$ cat src/ccd_defines.svh
// Register offsets, field positions and reset values of the channel clock divider
`ifndef CCD_DEFINES_SVH
`define CCD_DEFINES_SVH
`define CCD_IDX_DIV1_CTRL 12'h194
`define CCD_IDX_CH1_CFG 12'h195
`define CCD_IDX_DIV2_CNT 12'h196
`define CCD_IDX_DIV2_CTRL 12'h197
`define CCD_IDX_SRC_SEL 12'h1E1
`define CCD_IDX_STATUS 12'h1F0
`define CCD_BIT_NOSYNC 6
`define CCD_BIT_FORCE 5
`define CCD_BIT_START 4
`define CCD_PHASE_HI 3
`define CCD_PHASE_LO 0
`define CCD_BIT_PDN 2
`define CCD_BIT_DIRECT 1
`define CCD_BIT_NODCC 0
`define CCD_BIT_BYPASS 7
`define CCD_LOW_HI 7
`define CCD_LOW_LO 4
`define CCD_HIGH_HI 3
`define CCD_HIGH_LO 0
`define CCD_RST_DIV1_CTRL 8'h00
`define CCD_RST_CH1_CFG 8'h00
`define CCD_RST_DIV2_CNT 8'h11
`define CCD_RST_DIV2_CTRL 8'h00
`define CCD_RST_SRC_SEL 2'h0
`define CCD_SRC_OSC 2'h2
`define CCD_SRC_EXT 2'h0
`endif

$ cat src/ccd_pkg.sv
// Types shared by the channel clock divider files
package ccd_pkg;
  typedef enum logic [1:0] {
    CCD_RUN = 2'b00,
    CCD_PHASE = 2'b01,
    CCD_FORCED = 2'b10
  } ccd_state_t;
  typedef enum logic [1:0] {
    CCD_ROUTE_DIV = 2'b00,
    CCD_ROUTE_OSC = 2'b01,
    CCD_ROUTE_EXT = 2'b10
  } ccd_route_t;
endpackage

$ cat src/ccd_sync2.sv
// Two flip-flop synchroniser for one level from outside the clock domain
`timescale 1ns/1ps
module ccd_sync2 (
  input wire logic clock_i,
  input wire logic rst_b_i,
  input wire logic en_i,
  input wire logic d_i,
  output logic q_o
);
  logic meta_q;
  // Only the second stage is read outside this module
  always_ff @(posedge clock_i or negedge rst_b_i) begin
    if (!rst_b_i) begin
      meta_q <= 1'b0;
      q_o <= 1'b0;
    end else if (en_i) begin
      meta_q <= d_i;
      q_o <= meta_q;
    end
  end
endmodule

$ cat src/ccd_counter.sv
// Divider phase counter: low and high half counts, phase delay and restart
`timescale 1ns/1ps
`include "ccd_defines.svh"
module ccd_counter import ccd_pkg::*; #(
  parameter int CW = 4
) (
  input wire logic clock_i,
  input wire logic rst_b_i,
  input wire logic en_i,
  input wire logic restart_i,
  input wire logic forced_i,
  input wire logic force_lvl_i,
  input wire logic start_lvl_i,
  input wire logic [CW-1:0] phase_i,
  input wire logic [CW-1:0] low_i,
  input wire logic [CW-1:0] high_i,
  output logic out_o,
  output ccd_state_t state_o
);
  logic [CW-1:0] cnt_q;
  logic [CW-1:0] cnt_d;
  logic lvl_d;
  ccd_state_t st_d;
  // Count limit of the current half: low or high count
  wire logic [CW-1:0] half_lim = out_o ? high_i : low_i;
  wire logic half_end = (cnt_q >= half_lim);

  always_comb begin
    st_d = state_o;
    cnt_d = cnt_q;
    lvl_d = out_o;
    if (forced_i) begin
      st_d = CCD_FORCED;
      lvl_d = force_lvl_i;
      cnt_d = '0;
    end else if (restart_i || state_o == CCD_FORCED) begin
      st_d = CCD_PHASE;
      lvl_d = start_lvl_i;
      cnt_d = '0;
    end else begin
      case (state_o)
        CCD_PHASE: begin
          // Phase offset delays the first transition, in input cycles
          if (cnt_q >= phase_i) begin
            st_d = CCD_RUN;
            cnt_d = '0;
          end else begin
            cnt_d = cnt_q + 1'b1;
          end
        end
        CCD_RUN: begin
          if (half_end) begin
            lvl_d = ~out_o;
            cnt_d = '0;
          end else begin
            cnt_d = cnt_q + 1'b1;
          end
        end
        default: begin
          st_d = CCD_RUN;
          cnt_d = '0;
        end
      endcase
    end
  end

  // Low lasts low_i+1 cycles, high lasts high_i+1 cycles
  always_ff @(posedge clock_i or negedge rst_b_i) begin
    if (!rst_b_i) begin
      cnt_q <= '0;
      out_o <= 1'b0;
      state_o <= CCD_PHASE;
    end else if (en_i) begin
      cnt_q <= cnt_d; // RL9 RL10 RL13
      out_o <= lvl_d;
      state_o <= st_d;
    end
  end
endmodule

$ cat src/ccd_top.sv
// Channel clock divider: APB registers, divider, channel routing and outputs
// What this block does
// RL1 - Control bit 6 set ignores chip sync
// RL2 - Bit 5 forces level when sync ignored
// RL3 - Bit 4 picks start level after restart
// RL4 - Bits 3:0 hold phase offset, reset zero
// RL5 - Channel bit 2 powers down three outputs
// RL6 - Channel bit 1 clear routes divider out
// RL7 - Direct routing picks oscillator or external clock
// RL8 - Channel bit 0 set disables duty correction
// RL9 - Low time is upper nibble plus one
// RL10 - High time is lower nibble plus one
// RL11 - Divider 2 counts reset to one each
// RL12 - Bypass bit 7 passes input straight through
// RL13 - Unmasked sync restarts with phase offset
`timescale 1ns/1ps
`include "ccd_defines.svh"
module ccd_top import ccd_pkg::*; #(
  parameter int CW = 4
) (
  input wire logic clock_i,
  input wire logic rst_b_i,
  input wire logic clk_en_i,
  input wire logic psel,
  input wire logic penable,
  input wire logic pwrite,
  input wire logic [31:0] paddr,
  input wire logic [31:0] pwdata,
  output logic [31:0] prdata,
  output logic pready,
  output logic pslverr,
  input wire logic sync_b_i,
  input wire logic osc_clk_i,
  input wire logic ext_clk_i,
  output logic group_one_output_a_o,
  output logic group_one_output_b_o,
  output logic group_one_output_c_o,
  output logic duty_cycle_correction_o
);
  // Register file
  logic [7:0] div1_ctrl_q;
  logic [7:0] ch1_cfg_q;
  logic [7:0] div2_cnt_q;
  logic [7:0] div2_ctrl_q;
  logic [1:0] src_sel_q;
  ccd_route_t route_q;
  logic sync_s;
  logic osc_s;
  logic ext_s;
  logic sync_s_q;
  logic div_out;
  ccd_state_t div_state;
  logic out_d;

  // Pin inputs are resynchronised before any logic reads them
  ccd_sync2 u_sync_sync (
    .clock_i(clock_i),
    .rst_b_i(rst_b_i),
    .en_i(clk_en_i),
    .d_i(sync_b_i),
    .q_o(sync_s)
  );
  ccd_sync2 u_sync_osc (
    .clock_i(clock_i),
    .rst_b_i(rst_b_i),
    .en_i(clk_en_i),
    .d_i(osc_clk_i),
    .q_o(osc_s)
  );
  ccd_sync2 u_sync_ext (
    .clock_i(clock_i),
    .rst_b_i(rst_b_i),
    .en_i(clk_en_i),
    .d_i(ext_clk_i),
    .q_o(ext_s)
  );

  // APB decode: byte address is four times the register index
  wire logic [11:0] reg_idx = paddr[13:2];
  wire logic addr_hi_zero = (paddr[31:14] == 18'h0) && (paddr[1:0] == 2'h0);
  wire logic hit_div1_ctrl = addr_hi_zero && (reg_idx == `CCD_IDX_DIV1_CTRL);
  wire logic hit_ch1_cfg = addr_hi_zero && (reg_idx == `CCD_IDX_CH1_CFG);
  wire logic hit_div2_cnt = addr_hi_zero && (reg_idx == `CCD_IDX_DIV2_CNT);
  wire logic hit_div2_ctrl = addr_hi_zero && (reg_idx == `CCD_IDX_DIV2_CTRL);
  wire logic hit_src_sel = addr_hi_zero && (reg_idx == `CCD_IDX_SRC_SEL);
  wire logic hit_status = addr_hi_zero && (reg_idx == `CCD_IDX_STATUS);
  wire logic hit_any = hit_div1_ctrl | hit_ch1_cfg | hit_div2_cnt | hit_div2_ctrl | hit_src_sel | hit_status;
  wire logic setup = psel && !penable;
  wire logic acc = psel && penable && pready;
  wire logic wr = acc && pwrite && hit_any;
  // Status shows block state: output level, divider state, route
  wire logic [7:0] status_val = {2'h0, route_q, div_state, div_out, group_one_output_a_o};
  wire logic [31:0] rd_mux =
    hit_div1_ctrl ? {24'h000000, div1_ctrl_q} :
    hit_ch1_cfg ? {24'h000000, ch1_cfg_q} :
    hit_div2_cnt ? {24'h000000, div2_cnt_q} :
    hit_div2_ctrl ? {24'h000000, div2_ctrl_q} :
    hit_src_sel ? {30'h0, src_sel_q} :
    hit_status ? {24'h000000, status_val} : 32'h00000000;

  // No wait state: pready rises in the first access cycle
  always_ff @(posedge clock_i or negedge rst_b_i) begin
    if (!rst_b_i) begin
      pready <= 1'b0;
      prdata <= 32'h00000000;
      pslverr <= 1'b0;
    end else if (clk_en_i) begin
      pready <= setup;
      prdata <= setup ? rd_mux : 32'h00000000;
      pslverr <= setup && !hit_any;
    end
  end

  // Register writes take effect at the completing access edge
  always_ff @(posedge clock_i or negedge rst_b_i) begin
    if (!rst_b_i) begin
      div1_ctrl_q <= `CCD_RST_DIV1_CTRL; // RL4
      ch1_cfg_q <= `CCD_RST_CH1_CFG;
      div2_cnt_q <= `CCD_RST_DIV2_CNT; // RL11
      div2_ctrl_q <= `CCD_RST_DIV2_CTRL;
      src_sel_q <= `CCD_RST_SRC_SEL;
    end else if (clk_en_i && wr) begin
      if (hit_div1_ctrl) div1_ctrl_q <= pwdata[7:0];
      if (hit_ch1_cfg) ch1_cfg_q <= pwdata[7:0];
      if (hit_div2_cnt) div2_cnt_q <= pwdata[7:0];
      if (hit_div2_ctrl) div2_ctrl_q <= pwdata[7:0];
      if (hit_src_sel) src_sel_q <= pwdata[1:0];
    end
  end

  // Sync is active low; a falling edge is one sync event
  // Resets like the synchroniser so that leaving reset is not seen as an edge
  always_ff @(posedge clock_i or negedge rst_b_i) begin
    if (!rst_b_i) begin
      sync_s_q <= 1'b0;
    end else if (clk_en_i) begin
      sync_s_q <= sync_s;
    end
  end

  wire logic no_sync = div1_ctrl_q[`CCD_BIT_NOSYNC];
  wire logic sync_evt = sync_s_q && !sync_s && !no_sync; // RL1 RL13
  // Ignoring sync holds the divider at the force bit level, high or low
  wire logic forced = no_sync; // RL2
  // Bypass input clock, not counted by the divider: the clock that direct routing also uses
  wire logic div_in = (route_q == CCD_ROUTE_OSC) ? osc_s : ext_s;
  wire logic bypass = div2_ctrl_q[`CCD_BIT_BYPASS];

  // Divider counter; held while bypassed to model power-down
  ccd_counter #(
    .CW(CW)
  ) u_div (
    .clock_i(clock_i),
    .rst_b_i(rst_b_i),
    .en_i(clk_en_i && !bypass),
    .restart_i(sync_evt),
    .forced_i(forced),
    .force_lvl_i(div1_ctrl_q[`CCD_BIT_FORCE]), // RL2
    .start_lvl_i(div1_ctrl_q[`CCD_BIT_START]), // RL3
    .phase_i(div1_ctrl_q[`CCD_PHASE_HI:`CCD_PHASE_LO]), // RL4
    .low_i(div2_cnt_q[`CCD_LOW_HI:`CCD_LOW_LO]), // RL9
    .high_i(div2_cnt_q[`CCD_HIGH_HI:`CCD_HIGH_LO]), // RL10
    .out_o(div_out),
    .state_o(div_state)
  );

  // Route is updated only by 10b or 00b; 01b keeps the last choice
  always_ff @(posedge clock_i or negedge rst_b_i) begin
    if (!rst_b_i) begin
      route_q <= CCD_ROUTE_EXT;
    end else if (clk_en_i) begin
      if (src_sel_q == `CCD_SRC_OSC) route_q <= CCD_ROUTE_OSC; // RL7
      else if (src_sel_q == `CCD_SRC_EXT) route_q <= CCD_ROUTE_EXT; // RL7
    end
  end

  wire logic forced_lvl = div1_ctrl_q[`CCD_BIT_FORCE];
  wire logic div_path = bypass ? div_in : (forced ? forced_lvl : div_out); // RL12
  wire logic direct = ch1_cfg_q[`CCD_BIT_DIRECT];
  wire logic pdn = ch1_cfg_q[`CCD_BIT_PDN];
  // Powered-down outputs sit low, the safe idle level
  assign out_d = pdn ? 1'b0 : (direct ? div_in : div_path); // RL5 RL6 RL7

  // Outputs are registered; one cycle of latency after the selection
  always_ff @(posedge clock_i or negedge rst_b_i) begin
    if (!rst_b_i) begin
      group_one_output_a_o <= 1'b0;
      group_one_output_b_o <= 1'b0;
      group_one_output_c_o <= 1'b0;
      duty_cycle_correction_o <= 1'b1;
    end else if (clk_en_i) begin
      group_one_output_a_o <= out_d; // RL5 RL6
      group_one_output_b_o <= out_d;
      group_one_output_c_o <= out_d;
      duty_cycle_correction_o <= !ch1_cfg_q[`CCD_BIT_NODCC]; // RL8
    end
  end
endmodule

$ cat config.mk
export PLATFORM = sky130hd
export DESIGN_NAME = ccd_top
export DESIGN_NICKNAME = d
export VERILOG_FILES = /design/src/ccd_pkg.sv /design/src/ccd_sync2.sv /design/src/ccd_counter.sv /design/src/ccd_top.sv
export VERILOG_INCLUDE_DIRS = /design/src /design/src/src
export SDC_FILE = /design/constraint.sdc
export NUM_CORES = 1
export LEC_CHECK = 0
export BUFFER_PORTS_ARGS = -buffer_cell sky130_fd_sc_hd__clkbuf_2
export CORE_MARGIN = 3
export CORE_UTILIZATION = 52
export DETAILED_ROUTE_END_ITERATION = 16
export HOLD_SLACK_MARGIN = 0.1
export MAX_ROUTING_LAYER = met4
export PLACE_DENSITY = 0.81
export SLEW_MARGIN = 5
export SYNTH_ARGS = -nofsm -noshare
export SYNTH_HDL_FRONTEND = slang
export SYNTH_HIERARCHICAL = 1
export SYNTH_SLANG_ARGS = --single-unit
$ cat constraint.sdc
create_clock -name clock_i -period 2.8 [get_ports clock_i]
set_clock_uncertainty 0.2 [all_clocks]
set_input_delay 0.42 -clock clock_i [delete_from_list [all_inputs] [get_ports clock_i]]
set_output_delay 0.42 -clock clock_i [all_outputs]
set_load 0.01 [all_outputs]
# Yosys cells after proc, flatten, opt, wreduce, memory -nomap -nowiden
# Cells that the tools add are included.
dict set report totals {
  reg_bits 86
  latchBits 0
  ram_bits 0
  romBits 0
  input_bits 73
  output_inout_bits 38
  wordCells 109
  memories 0
}
dict set report classes {
  addsub 1
  mul 0
  div 0
  magnitude_cmp 2
  eq_ne 12
  shift 0
  mux 28
  n_bitwise 6
  reduce_logical 39
}
# op count
set op_table {}
lappend op_table {{equality test 12 x 9 -> 1 bit (second input constant)} 6}
lappend op_table {{2-to-1 mux 8 bit} 5}
lappend op_table {{2-to-1 mux 4 bit} 5}
lappend op_table {{logical NOT 18 bit} 1}
lappend op_table {{logical AND 1 bit} 17}
lappend op_table {{2-to-1 mux 6 bit} 2}
lappend op_table {{AND reduction 2 bit} 6}
lappend op_table {{2-to-1 mux 2 bit} 5}
lappend op_table {{2-to-1 mux 1 bit} 9}
lappend op_table {{greater-or-equal comparator 4 bit} 2}
lappend op_table {{case mux 4 bit (2 select lines)} 1}
lappend op_table {{logical NOT 1 bit} 6}
lappend op_table {{logical NOT 2 bit} 3}
lappend op_table {{AND reduction 3 bit} 2}
lappend op_table {{nonzero test 3 bit} 2}
lappend op_table {{bitwise OR 1 bit} 5}
lappend op_table {{adder 4 x 1 -> 4 bit (second input constant)} 1}
lappend op_table {{equality test 2 x 1 -> 1 bit (second input constant)} 2}
lappend op_table {{equality test 2 bit (second input constant)} 2}
lappend op_table {{inequality test 4 x 2 -> 1 bit (second input constant)} 1}
lappend op_table {{case mux 2 bit (2 select lines)} 1}
lappend op_table {{inequality test 3 x 2 -> 1 bit (second input constant)} 1}
lappend op_table {{nonzero test 2 bit} 1}
lappend op_table {{logical OR 1 bit} 1}
lappend op_table {{NOT 1 bit} 1}

# Logic depth before layout (Yosys ltp)
# Gate-level depths: netlist (run 1).
dict set report logic_depth {
  word_depth 11
  mapped_depth 7
}

# Modules after synthesis
# The synthesis (run 1) kept the hierarchy.
# mod n_inst cells_each area_each_um2 seq_area_each_um2
set modules_own_cells {}
lappend modules_own_cells {ccd_top 1 248 2825.2 1231.2}
lappend modules_own_cells {ccd_counter 1 66 654.4 176.4}
lappend modules_own_cells {ccd_sync2 3 4 72.6 50.0}

# Worst setup path after synthesis (run 1)
# Ideal clock, no wire load.
dict set report synth_timing {
  path_type {input -> register}
  start {input port paddr[11]}
  end {register div1_ctrl_q[0]}
  arrival_time_ps 2220
  path_slack_ps 255
  stages 5
  cell_sequence {or4b_1 -> buf_6 -> or3_4 -> nor4_4 -> mux2_2}
}
dict set report synth_between {
  elab_chain_len 10
}
# item line
set synth_rtl {}
lappend synth_rtl {{from (decl)} ccd_top.sv:27} ;# input wire logic [31:0] paddr,
lappend synth_rtl {{equality test 12 x 9 -> 1 bit (no source line)} --}
lappend synth_rtl {{logical AND 1 bit (on tied branches)} {ccd_top.sv:81, ccd_top.sv:82}}
lappend synth_rtl {{bitwise OR 1 bit (5 in a row)} ccd_top.sv:87} ;# wire logic hit_any = hit_div1_ctrl | hit_ch1_cfg | hit_div2_cnt | hit_div2_ctrl | hit_src_sel | hit_status;
lappend synth_rtl {{logical AND 1 bit} ccd_top.sv:90} ;# wire logic wr = acc && pwrite && hit_any;
lappend synth_rtl {{logical AND 1 bit} ccd_top.sv:122} ;# end else if (clk_en_i && wr) begin
lappend synth_rtl {{AND reduction 2 bit (no source line) *} --}
lappend synth_rtl {{to (signal assigned)} ccd_top.sv:117} ;# div1_ctrl_q <= `CCD_RST_DIV1_CTRL;
lappend synth_rtl {{to (signal assigned)} ccd_top.sv:123} ;# if (hit_div1_ctrl) div1_ctrl_q <= pwdata[7:0];
lappend synth_rtl {{to (decl)} ccd_top.sv:41} ;# logic [7:0] div1_ctrl_q;
# Every way passes the cells marked *; elsewhere a longest branch is shown, timed or not.
# A chain may end at the register's enable or synchronous reset.

# Worst setup path in the final report (run 1)
dict set report layout_timing {
  start {register u_div.out_o}
  end {register u_div.out_o}
}
dict set report layout_between {
  elab_chain_len 5
}
# item line
set layout_rtl {}
lappend layout_rtl {{from (decl)} ccd_counter.sv:17} ;# output logic out_o,
lappend layout_rtl {{from (signal assigned)} ccd_counter.sv:75} ;# out_o <= lvl_d;
lappend layout_rtl {{parallel branches: the longest is 5 deep, another holds greater-or-equal comparator 4 bit} --}
# Several ways; the timed one is not identified. The select of a mux whose other input is x is not followed.

==> metrics.log, run 1 <==
INFO  metric route.final.wire_length = 9251 µm
INFO  metric num_vias = 3006
INFO  metric die-area = 0.008158 mm²
INFO  metric arrival = 2.47 ns
INFO  metric pwr-share-comb = 13.8%
INFO  metric place.detailed.hpwl = 6631 µm
INFO  metric timing_worst_setup_path_type = reg2reg
INFO  metric combinational_family_with_the_most_area_after_synthesis = multiplexers
INFO  metric overall_routing_resource_usage = 23.37%
INFO  metric num_antenna_cells = 0
INFO  metric min_from = pwdata[6]
INFO  metric tightest_slew = 0.6120 ns
INFO  metric post_drt_via_cell_ratio = 5.929
INFO  metric hold_path_depth = 2
INFO  metric cts_sink_count = 62
INFO  metric ioPinCount = 111
INFO  metric synth-seq-area-share = 42.13%
INFO  metric outcome = completed
INFO  metric dominantRegCellSynth = sky130_fd_sc_hd__dfrtp_1
INFO  metric numCtsBuffers = 9
INFO  metric post_synth_main_area_contributors = sky130_fd_sc_hd__dfrtp_1 (39%), sky130_fd_sc_hd__mux2_2 (14%), sky130_fd_sc_hd__buf_4 (5.5%)
INFO  metric grt-ovfl-total = 0
INFO  metric synthesis.instances = 326
INFO  metric timing.rr.end = u_div/out_o$_DFFE_PN0P_
INFO  metric cell_chosen_for_the_clock_root = sky130_fd_sc_hd__clkbuf_8
INFO  metric timing.critical_path.slowest_stage_cell = sky130_fd_sc_hd__dfrtp_1
INFO  metric worstSetupEndpointType = flip-flop
INFO  metric die_width = 90.32 µm
INFO  metric yosys.area_share.xor_xnor = 0.4738%
INFO  metric first_global_vias = 2903
INFO  metric yosysTopAreaCellShare = 38.58%
INFO  metric slew_violations = 0
INFO  metric drv_cap = 0
INFO  metric drive_gt1_share = 39.17%
INFO  metric postSynthAreaPerCell = 11.34 µm²
INFO  metric grt_antenna_before_repair = 0
INFO  metric crit_fanout = 5
INFO  metric worst_hold_path.endpoint = div2_ctrl_q[6]$_DFFE_PN0P_
INFO  metric slew-limit-headroom = 59.20%
INFO  metric synthMostInstantiatedCell = sky130_fd_sc_hd__dfrtp_1
INFO  metric cts.reportedPaths.clkPinSlew = 0.07 ns
INFO  metric layout_min_cycle_time = 2.464 ns
INFO  metric synth-compound-area-share = 12.52%
INFO  metric total_leakage_power = 2.078 nW
INFO  metric post_synth_simple_gate_area = 16.41%
INFO  metric worst_skew_pair.late_latency = 0.34 ns
INFO  metric crit_path_start = u_div/out_o$_DFFE_PN0P_
INFO  metric routabilityCongestion = 0.9124
INFO  metric power.share.sequential = 47.4%
INFO  metric ff2ff_setup_slack = 0.34 ns
INFO  metric core_area = 0.006832 mm²
INFO  metric synth.lib_cells_used.distinct = 69
INFO  metric rsz0062_at_grt = no
INFO  metric critical_path.reg2reg.startpoint = u_div/out_o$_DFFE_PN0P_
INFO  metric initial_utilization = 54.12%
INFO  metric post_synthesis_instance_area = 0.003697 mm²
INFO  metric cts_tree = yes
INFO  metric h-tree-depth = 3
INFO  metric io_buffers = 62
INFO  metric internal_power = 1.487 mW
INFO  metric irDropWorstVdd = 0.0003175 V
INFO  metric synth_top_area_cell = sky130_fd_sc_hd__dfrtp_1
INFO  metric first_pass_iters = 5
INFO  metric period_share = 88.01%
INFO  metric critical_path.max_stage_delay = 0.47 ns
INFO  metric synth_edf_count = 0
INFO  metric finalHoldWorstSlack = 0.1543 ns
INFO  metric synthMuxAreaShare = 17.06%
INFO  metric crit_chain = mux2_2 > ha_1 > or3b_1 > a221oi_1 > nand4b_1 > nand3_1
INFO  metric post_synth_top_cells = sky130_fd_sc_hd__dfrtp_1 (57), sky130_fd_sc_hd__mux2_2 (47), sky130_fd_sc_hd__buf_4 (27)
INFO  metric flow.area_growth_from_synthesis = 18.31%
INFO  metric post_synthesis_share_of_cell_area_spent_on_full_adders_half_adders_and_majority_gates = 3.046%
INFO  metric min_path_type = in2reg
INFO  metric rows = 30
INFO  metric timing.final.setup_violations = 0
INFO  metric clock_power_share = 38.9%
INFO  metric accumulated_negative_setup_slack = 0 ns
INFO  metric route.detailed.wl_per_inst = 18.25 µm
INFO  metric r2r_cells = 6
INFO  metric critical_path_source_type = flip-flop
INFO  metric p_sw = 0.5523 mW
INFO  metric cp_data_required_time = 2.81 ns
INFO  metric die_h = 90.32 µm
INFO  metric grt_first_pass_wirelength = 14420 µm
INFO  metric remaining_drc_errors = 0
INFO  metric ys_warns = 6
INFO  metric synth.ff_latch_count = 62
INFO  metric final-hold-violation-count = 0
INFO  metric max-clock-path-buffers = 2
INFO  metric synth_async_sr_flop_share = 100.0%
INFO  metric postRouteAntennaNets = 0
INFO  metric design.final.nets = 488
INFO  metric grt_start_max_net_pins = 42
INFO  metric power_density = 466.1 mW/mm²
INFO  metric detailedRoute.firstIterationViolations = 337
INFO  metric clock.fmax = 405.8 MHz
INFO  metric p_sw_share = 27.09%
worst max-delay path, delay by kind of cell (launching register included):
family	cells	cell delay (ns)
AND/OR/NAND/NOR	3	0.66
flip-flops	1	0.47
multiplexers	1	0.38
AO/OA/AOI/OAI	1	0.36
adder cells (fa/ha/maj)	1	0.27
cell type report:
class | count | area, µm²
Clock buffer | 11 | 141.4
Timing Repair Buffer | 84 | 523.0
Tap cell | 96 | 120.1
Inverter | 14 | 52.55
Multi-Input combinational cell | 235 | 1921
Clock inverter | 5 | 58.81
Sequential cell | 62 | 1558
Fill cell | 539 | 2457
power groups by stage:
| stage | clock network, mW | logic (mW) | registers (mW) |
|---|---|---|---|
| 2_1_floorplan | 0 | 0.188 | 0.971 |
| 3_3_place_gp | 0 | 0.262 | 0.980 |
| 3_5_place_dp | 0 | 0.271 | 0.981 |
| 4_1_cts | 0.809 | 0.277 | 0.964 |
| 5_1_grt | 0.851 | 0.304 | 0.970 |
| 6_report | 0.793 | 0.281 | 0.966 |
cells in the final DEF, fill, tap and decap left out, types with 4 or more instances in the layout:
master                          synthesis  final
sky130_fd_sc_hd__nand3_1                7      7
sky130_fd_sc_hd__dfstp_2                5      5
sky130_fd_sc_hd__mux2_2                47     47
sky130_fd_sc_hd__a22oi_1                7      7
sky130_fd_sc_hd__nor2_1                10     10
sky130_fd_sc_hd__nor2b_1                7      7
sky130_fd_sc_hd__buf_4                 27     15
sky130_fd_sc_hd__inv_1                 14     14
sky130_fd_sc_hd__o21ai_0                9      9
sky130_fd_sc_hd__conb_1                 1     24
sky130_fd_sc_hd__clkbuf_2               0     62
sky130_fd_sc_hd__clkbuf_8               0     10
sky130_fd_sc_hd__nand2_1                9      9
sky130_fd_sc_hd__dfrtp_1               57     57
sky130_fd_sc_hd__a21oi_1                4      4
sky130_fd_sc_hd__nor4_1                10     10
sky130_fd_sc_hd__nor4_4                 4      4
sky130_fd_sc_hd__ha_1                   9      9
sky130_fd_sc_hd__o31ai_1                5      5
sky130_fd_sc_hd__a41oi_1                4      4
sky130_fd_sc_hd__nand4_1                4      4
sky130_fd_sc_hd__mux2i_1                9      9
sky130_fd_sc_hd__dlygate4sd3_1          0      4
routing by layer:
layer  track usage, %  vias to the layer above  share of wire (%)
met2            36.78                      179                 47
met4            10.20                        0                3.2
met5                -                        -                  0
met3            6.750                       30                8.4
li1                 -                     1350                  -
met1            28.10                     1447                 41
cells by family (layout without fill, tap and decap cells):
family                   Yosys count  in the layout
AO/OA/AOI/OAI                     57             57
XOR/XNOR                           2              2
adder cells (fa/ha/maj)            9              9
buffers and inverters             52            114
flip-flops                        62             62
multiplexers                      57             57
other                              1             24
AND/OR/NAND/NOR                   86             86
what timing repair did:
| action | in CTS | in global routing |
|---|---|---|
| hold buffers | 4 | 0 |
| buffers inserted | 0 | 0 |
| hold endpoints to repair | 22 | 0 |
| resized for setup | 0 | 0 |
how the worst max path moves through the flow:
stage,end,slack [ns]
2_1_floorplan,div1_ctrl_q[0]$_DFFE_PN0P_,0.26
3_3_place_gp,ch1_cfg_q[5]$_DFFE_PN0P_,0.16
3_5_place_dp,div2_ctrl_q[3]$_DFFE_PN0P_,0.15
4_1_cts,u_div/out_o$_DFFE_PN0P_,0.39
5_1_grt,u_div/cnt_q[3]$_DFFE_PN0P_,0.26
6_report,u_div/out_o$_DFFE_PN0P_,0.34
flip-flops by register name, indices dropped and copies added, names as in the netlist, 2 cells and up:
register / count
ch1_cfg_q: 8
div1_ctrl_q: 8
div2_cnt_q: 8
div2_ctrl_q: 8
prdata: 8
u_div/cnt_q: 4
route_q: 2
src_sel_q: 2
u_div/state_o: 2
metrics by stage:
step	setup WS (ns)	instances	utilization, %	power, mW	area, µm²
final	0.3357	507	64.03	2.039	4374
after detailed placement	0.1482	487	60.51	1.252	4134
after CTS	0.3853	507	64.03	2.050	4374
after global placement	0.1566	487	60.51	1.243	4134
after global routing	0.2585	507	64.03	2.124	4374
after floorplan	0.2550	349	-	1.159	3784
No activity file was read; power rests on OpenSTA's default activity.
==> run 2, diff against run 1 <==
- CORE_UTILIZATION: 52 -> 54
- CTS_BUF_LIST: unset -> sky130_fd_sc_hd__clkbuf_4 sky130_fd_sc_hd__clkbuf_8
- GPL_TIMING_DRIVEN: unset -> 0
- PLACE_DENSITY: 0.81 -> 0.83
==> run 2 against run 1 <==
Maximum frequency is 7.8% lower; combinational power up 2%; utilization grew 4.0 points; clock power down 2%; hold slack got worse by 0.034 ns; sequential share of layout area shrank 0.35 points; flip-flop and latch count did not move; critical endpoint is now u_div/cnt_q[2]$_DFFE_PN0P_; highest routed layer unchanged.
==> metrics.log, run 2 (synthesis gave the netlist of run 1 again) <==
INFO  metric final_common_cell = sky130_fd_sc_hd__clkbuf_2
INFO  metric postRouteAntennaNets = 0 (unchanged)
INFO  metric final_core_util = 68.02% (+4.0 points)
INFO  metric outcome = completed
INFO  metric clock.fmax = 374.1 MHz (-7.8%)
INFO  metric worst_hold_path.endpoint = u_sync_osc/meta_q$_DFFE_PN0P_
INFO  metric ff2ff_setup_slack = 0.23 ns (-0.11 ns)
INFO  metric path_delay_family = buffers and inverters
INFO  metric tightest_slew = 0.8597 ns (+0.2477 ns)
INFO  metric grt-ovfl-total = 0 (unchanged)
INFO  metric worstSetupEndpointType = flip-flop
INFO  metric post_drt_via_cell_ratio = 6.087 (+2.7%)
INFO  metric routabilityCongestion = 0.9017 (-1.2%)
INFO  metric numCtsBuffers = 9 (unchanged)
INFO  metric clock_power_share = 38.0% (-0.9 points)
INFO  metric timing.rr.end = u_div/out_o$_DFFE_PN0P_
INFO  metric overall_routing_resource_usage = 24.89% (+1.5 points)
INFO  metric num_vias = 3074 (+2.3%)
INFO  metric route.detailed.wl_per_inst = 18.20 µm (-0.24%)
INFO  metric min_path_type = in2reg
INFO  metric rows = 29 (-3.3%)
INFO  metric io_buffers = 62 (unchanged)
INFO  metric first_pass_iters = 5 (unchanged)
INFO  metric finalHoldWorstSlack = 0.1199 ns (-0.03443 ns)
INFO  metric place_inst = 488 (+0.21%)
INFO  metric drive_gt1_share = 40.42% (+1.2 points)
INFO  metric die_width = 88.75 µm (-1.7%)
INFO  metric irDropWorstVdd = 0.0003341 V (+5.2%)
INFO  metric h-tree-depth = 3 (unchanged)
INFO  metric cts_tree = yes
INFO  metric design.final.nets = 506 (+3.7%)
INFO  metric final-hold-violation-count = 0 (unchanged)
INFO  metric die-area = 0.007876 mm² (-3.5%)
INFO  metric cell_chosen_for_the_clock_root = sky130_fd_sc_hd__clkbuf_8
INFO  metric drv_cap = 0 (unchanged)
INFO  metric grt_antenna_before_repair = 0 (unchanged)
INFO  metric total_power = 2.043 mW (+0.18%)
INFO  metric critical_path.reg2reg.startpoint = u_div/out_o$_DFFE_PN0P_
INFO  metric cts_sink_count = 62 (unchanged)
INFO  metric num_antenna_cells = 0 (unchanged)
INFO  metric power_density = 462.4 mW/mm² (-0.81%)
INFO  metric power.share.sequential = 47.9% (+0.5 points)
INFO  metric die_h = 88.75 µm (-1.7%)
INFO  metric worst_skew_pair.late_latency = 0.34 ns (about the same)
INFO  metric critical_path.max_stage_delay = 0.54 ns (+0.07 ns)
INFO  metric timing.critical_path.depth = 8 (+2)
INFO  metric critical_path_source_type = input port
INFO  metric r2r_cells = 6 (unchanged)
INFO  metric first_global_vias = 2893 (-0.34%)
INFO  metric total_leakage_power = 2.142 nW (+3.1%)
INFO  metric p_sw = 0.5337 mW (-3.4%)
INFO  metric internal_power = 1.509 mW (+1.5%)
INFO  metric route.final.wire_length = 9192 µm (-0.64%)
INFO  metric slew_violations = 0 (unchanged)
INFO  metric flow.area_growth_from_synthesis = 19.49%
INFO  metric period_share = 95.48% (+7.5 points)
INFO  metric core_area = 0.006495 mm² (-4.9%)
INFO  metric timing.critical_path.slowest_stage_cell = sky130_fd_sc_hd__clkbuf_1
INFO  metric timing_worst_setup_path_type = in2reg
INFO  metric arrival = 2.71 ns (+0.24 ns)
INFO  metric p_sw_share = 26.13% (-0.96 points)
INFO  metric grt_first_pass_wirelength = 14240 µm (-1.2%)
INFO  metric min_from = osc_clk_i
INFO  metric crit_fanout = 10 (+5)
INFO  metric initial_utilization = 56.93% (+2.8 points)
INFO  metric layout_min_cycle_time = 2.673 ns (+0.2091 ns)
INFO  metric cp_common_cell = sky130_fd_sc_hd__clkbuf_1
INFO  metric final_cell_mix = sky130_fd_sc_hd__clkbuf_2 (61), sky130_fd_sc_hd__dfrtp_1 (57), sky130_fd_sc_hd__mux2_2 (47), sky130_fd_sc_hd__buf_4 (27), sky130_fd_sc_hd__conb_1 (24)
INFO  metric critPathBufInv = 4 (+4)
INFO  metric post_layout_nonfiller_instances = 505 (-0.39%)
INFO  metric crit_chain = clkbuf_2 > clkbuf_1 > inv_1 > nor2_1 > clkbuf_1 > nand2_1 > xor2_1 > a211oi_1
INFO  metric cts.reportedPaths.clkPinSlew = 0.06 ns (about the same)
INFO  metric remaining_drc_errors = 0 (unchanged)
INFO  metric rsz0062_at_grt = no
INFO  metric ioPinCount = 111 (unchanged)
INFO  metric detailedRoute.firstIterationViolations = 214 (-36%)
INFO  metric cp_data_required_time = 2.84 ns (+0.03 ns)
INFO  metric place.detailed.hpwl = 6861 µm (+3.5%)
INFO  metric hold_path_depth = 2 (unchanged)
INFO  metric pwr-share-comb = 14.1% (+0.3 points)
INFO  metric max-clock-path-buffers = 2 (unchanged)
INFO  metric slew-limit-headroom = 42.24% (-17 points)
INFO  metric grt_start_max_net_pins = 63 (+50%)
INFO  metric timing.final.setup_violations = 0 (unchanged)
run 2: changes by cell type in the layout (fill, tap and decap cells not counted), sizes merged:
cell and change:
clkinvlp -1, dlygate4sd3 -1, clkbuf +7, buf +12
run 2: worst max path at each step:
stage                                  from                          to  slack, ns
floorplan                         paddr[11]  div1_ctrl_q[0]$_DFFE_PN0P_       0.26
global placement                  paddr[11]    ch1_cfg_q[4]$_DFFE_PN0P_      -0.32
detailed placement                paddr[11]    ch1_cfg_q[4]$_DFFE_PN0P_      -0.35
CTS                 u_div/out_o$_DFFE_PN0P_     u_div/out_o$_DFFE_PN0P_       0.05
global route                      paddr[18]  div1_ctrl_q[6]$_DFFE_PN0P_       0.05
finish                             clk_en_i  u_div/cnt_q[2]$_DFFE_PN0P_       0.13
run 2: per-stage QoR:
stage | TNS [ns] | setup WS (ns) | instance area, µm²
3_5_place_dp | -8.779 | -0.3542 | 4193
6_report | 0 | 0.1266 | 4418
5_1_grt | 0 | 0.05124 | 4418
4_1_cts | 0 | 0.05279 | 4422
3_3_place_gp | -7.650 | -0.3173 | 4190
2_1_floorplan | 0 | 0.2550 | 3784
run 2: power groups by stage:
stage,Clock (mW),Sequential (mW),Combinational [mW]
6_report,0.777,0.979,0.288
5_1_grt,0.834,0.986,0.315
4_1_cts,0.790,0.964,0.307
3_5_place_dp,0,0.980,0.302
3_3_place_gp,0,0.977,0.291
2_1_floorplan,0,0.971,0.188
run 2: worst reg2reg max path: stages (launching register included):
cell	delay [ns]
sky130_fd_sc_hd__dfrtp_1	0.59
sky130_fd_sc_hd__mux2_2	0.40
sky130_fd_sc_hd__ha_1	0.26
sky130_fd_sc_hd__or3b_1	0.41
sky130_fd_sc_hd__a221oi_1	0.34
sky130_fd_sc_hd__nand4b_1	0.16
sky130_fd_sc_hd__nand3_1	0.07
run 2: final cells by class:
cell class,count,area [µm²]
buffer,37,249.0
clock buffer,11,145.1
clock inverter,4,47.55
fill,494,2077
inverter,14,52.55
multi-input combinational,235,1927
sequential,62,1558
tap,77,96.34
timing repair buffer,65,342.8
run 2: what timing repair did:
action                                  in CTS  in global routing
endpoints found under the hold margin       59                  0
endpoints found under the setup margin       4                  2
resized for setup                            1                  0
hold buffers                                 3                  0
setup buffers                                0                  0
run 2: per-layer routing:
| layer | vias to the layer above | GRT usage [%] | wire, µm |
|---|---|---|---|
| met1 | 1469 | 31.21 | 3914 |
| li1 | 1390 | - | - |
| met2 | 190 | 38.87 | 4281 |
| met3 | 25 | 4.283 | 728 |
| met5 | - | - | 0 |
| met4 | 0 | 12.23 | 268 |
==> run 3, diff against run 2 <==
- GPL_TIMING_DRIVEN: 0 -> 1
==> run 3 against run 2 <==
Non-clock buffer count is 20 lower; routed wire length is 0.57% lower; hold slack worse by 0.0050 ns; final cell count is 3.8% lower.
==> metrics.log, run 3 (synthesis gave the netlist of run 1 again) <==
INFO  metric overall_routing_resource_usage = 24.68% (-0.21 points)
INFO  metric crit_chain = mux2_2 > ha_1 > or3b_1 > a221oi_1 > nand4b_1 > nand3_1
INFO  metric final_cell_mix = sky130_fd_sc_hd__clkbuf_2 (62), sky130_fd_sc_hd__dfrtp_1 (57), sky130_fd_sc_hd__mux2_2 (47), sky130_fd_sc_hd__conb_1 (24), sky130_fd_sc_hd__buf_4 (19)
INFO  metric die_h = 88.75 µm (unchanged)
INFO  metric placement.setup.worst_slack = 0.1372 ns (+0.4914 ns)
INFO  metric timing.final.setup_violations = 0 (unchanged)
INFO  metric outcome = completed
INFO  metric cp_data_required_time = 2.81 ns (-0.03 ns)
INFO  metric initial_utilization = 56.93% (unchanged)
INFO  metric clock_power_share = 40.8% (+2.8 points)
INFO  metric cell_chosen_for_the_clock_root = sky130_fd_sc_hd__clkbuf_8
INFO  metric cts_tree = yes
INFO  metric cts_sink_count = 62 (unchanged)
INFO  metric drive_gt1_share = 39.85% (-0.57 points)
INFO  metric cts_setup_buffers = 0 (unchanged)
INFO  metric design.final.nets = 486 (-4.0%)
INFO  metric route.final.wire_length = 9140 µm (-0.57%)
INFO  metric clock.fmax = 406.2 MHz (+8.6%)
INFO  metric layout_min_cycle_time = 2.462 ns (-0.2118 ns)
INFO  metric cts.reportedPaths.clkPinSlew = 0.07 ns (about the same)
INFO  metric timing.final.ws_setup = 0.3384 ns (+0.2118 ns)
INFO  metric arrival = 2.47 ns (-0.24 ns)
INFO  metric grt_antenna_before_repair = 0 (unchanged)
INFO  metric critPathBufInv = 0 (-4)
INFO  metric min_path_type = in2reg
INFO  metric final_common_cell = sky130_fd_sc_hd__clkbuf_2
INFO  metric p_sw = 0.5327 mW (-0.20%)
INFO  metric critical_path.max_stage_delay = 0.44 ns (-0.10 ns)
INFO  metric core_area = 0.006495 mm² (unchanged)
INFO  metric die_width = 88.75 µm (unchanged)
INFO  metric first_global_vias = 2864 (-1.0%)
INFO  metric max-clock-path-buffers = 2 (unchanged)
INFO  metric critical_path_source_type = flip-flop
INFO  metric irDropWorstVdd = 0.0003726 V (+12%)
INFO  metric drv_cap = 0 (unchanged)
INFO  metric p_sw_share = 25.41% (-0.72 points)
INFO  metric post_cts_resized = 0 (-1)
INFO  metric tightest_slew = 0.7587 ns (-0.1011 ns)
INFO  metric path_delay_family = simple AND/OR/NAND/NOR gates
INFO  metric power_density = 487.0 mW/mm² (+5.3%)
INFO  metric h-tree-depth = 3 (unchanged)
INFO  metric pwr-share-comb = 13.0% (-1.1 points)
INFO  metric total_power = 2.096 mW (+2.6%)
INFO  metric flow.area_growth_from_synthesis = 16.41%
INFO  metric grt-ovfl-total = 0 (unchanged)
INFO  metric remaining_drc_errors = 0 (unchanged)
INFO  metric worst_skew_pair.late_latency = 0.34 ns (about the same)
INFO  metric route.detailed.wl_per_inst = 18.81 µm (+3.3%)
INFO  metric detailedRoute.firstIterationViolations = 255 (+19%)
INFO  metric accumulated_negative_setup_slack = 0 ns (unchanged)
INFO  metric fillers = 495 (+0.20%)
INFO  metric ioPinCount = 111 (unchanged)
INFO  metric rsz0062_at_grt = no
INFO  metric num_vias = 3031 (-1.4%)
INFO  metric rows = 29 (unchanged)
INFO  metric worstSetupEndpointType = flip-flop
INFO  metric postRouteAntennaNets = 0 (unchanged)
INFO  metric crit_fanout = 5 (-5)
INFO  metric grt_first_pass_wirelength = 14080 µm (-1.2%)
INFO  metric first_pass_iters = 5 (unchanged)
INFO  metric total_leakage_power = 2.079 nW (-3.0%)
INFO  metric slew-limit-headroom = 49.42% (+7.2 points)
INFO  metric numCtsBuffers = 9 (unchanged)
INFO  metric routabilityCongestion = 0.9145 (+1.4%)
INFO  metric final-hold-violation-count = 0 (unchanged)
INFO  metric die-area = 0.007876 mm² (unchanged)
INFO  metric period_share = 87.91% (-7.6 points)
INFO  metric num_antenna_cells = 0 (unchanged)
INFO  metric io_buffers = 62 (unchanged)
INFO  metric power.share.sequential = 46.1% (-1.8 points)
INFO  metric timing_worst_setup_path_type = reg2reg
INFO  metric slew_violations = 0 (unchanged)
INFO  metric grt_start_max_net_pins = 63 (unchanged)
INFO  metric place.detailed.hpwl = 6744 µm (-1.7%)
INFO  metric internal_power = 1.564 mW (+3.6%)
INFO  metric post_drt_via_cell_ratio = 6.237 (+2.5%)
INFO  metric timing.critical_path.slowest_stage_cell = sky130_fd_sc_hd__dfrtp_1
==> run 3: final timing paths <==
path / depth (start not counted) / slack, ns / startpoint / end
worst max register to register: 6 / 0.34 / u_div/out_o$_DFFE_PN0P_ / u_div/out_o$_DFFE_PN0P_
worst min-delay path: 2 / 0.11 / sync_b_i / u_sync_sync/meta_q$_DFFE_PN0P_
max in group asynchronous: 3 / 1.32 / rst_b_i / u_div/cnt_q[1]$_DFFE_PN0P_
worst max-delay path: 6 / 0.34 / u_div/out_o$_DFFE_PN0P_ / u_div/out_o$_DFFE_PN0P_
min in group asynchronous: 3 / 0.58 / rst_b_i / ch1_cfg_q[0]$_DFFE_PN0P_
worst min register to register: 1 / 0.28 / ch1_cfg_q[0]$_DFFE_PN0P_ / duty_cycle_correction_o$_DFFE_PN1P_
==> run 3: stage by stage <==
| step | cells | hold WS, ns | util [%] | cell area, µm² |
|---|---|---|---|---|
| 6_report | 486 | 0.1149 | 66.27 | 4304 |
| 5_1_grt | 486 | 0.1109 | 66.27 | 4304 |
| 4_1_cts | 486 | 0.1058 | 66.27 | 4304 |
| 3_5_place_dp | 469 | 0.2762 | 62.82 | 4080 |
| 3_3_place_gp | 469 | 0.2509 | 62.82 | 4080 |
| 2_1_floorplan | 349 | -0.07559 | - | 3784 |
==> run 3: area by class of cell <==
type                    count  area (µm²)  share of cell area [%]
multi-input cells         235        1921                   44.62
clock inverters             5       75.07                   1.744
well taps                  77       96.34                   2.238
repair buffers             82       462.9                   10.76
clock buffers              11       138.9                   3.227
inverters                  14       52.55                   1.221
flip-flops and latches     62        1558                   36.19
==> run 3: routing by layer <==
| layer | wire length [µm] | GRT usage (%) | vias up |
|---|---|---|---|
| met4 | 231 | 9.890 | 0 |
| met3 | 854 | 5.773 | 28 |
| met2 | 4191 | 37.45 | 203 |
| li1 | - | - | 1351 |
| met1 | 3863 | 31.87 | 1449 |
| met5 | 0 | - | - |
==> run 3: repair_timing <==
item	in CTS	in global routing
setup endpoints to repair	0	0
hold buffers	1	0
hold endpoints to repair	57	0
==> run 3: power groups by stage <==
| stage | Clock (mW) | Combinational [mW] | Sequential [mW] |
|---|---|---|---|
| global placement | 0 | 0.259 | 0.979 |
| finish | 0.856 | 0.273 | 0.967 |
| global route | 0.912 | 0.299 | 0.970 |
| CTS | 0.867 | 0.271 | 0.966 |
| floorplan | 0 | 0.188 | 0.971 |
| detailed placement | 0 | 0.268 | 0.983 |
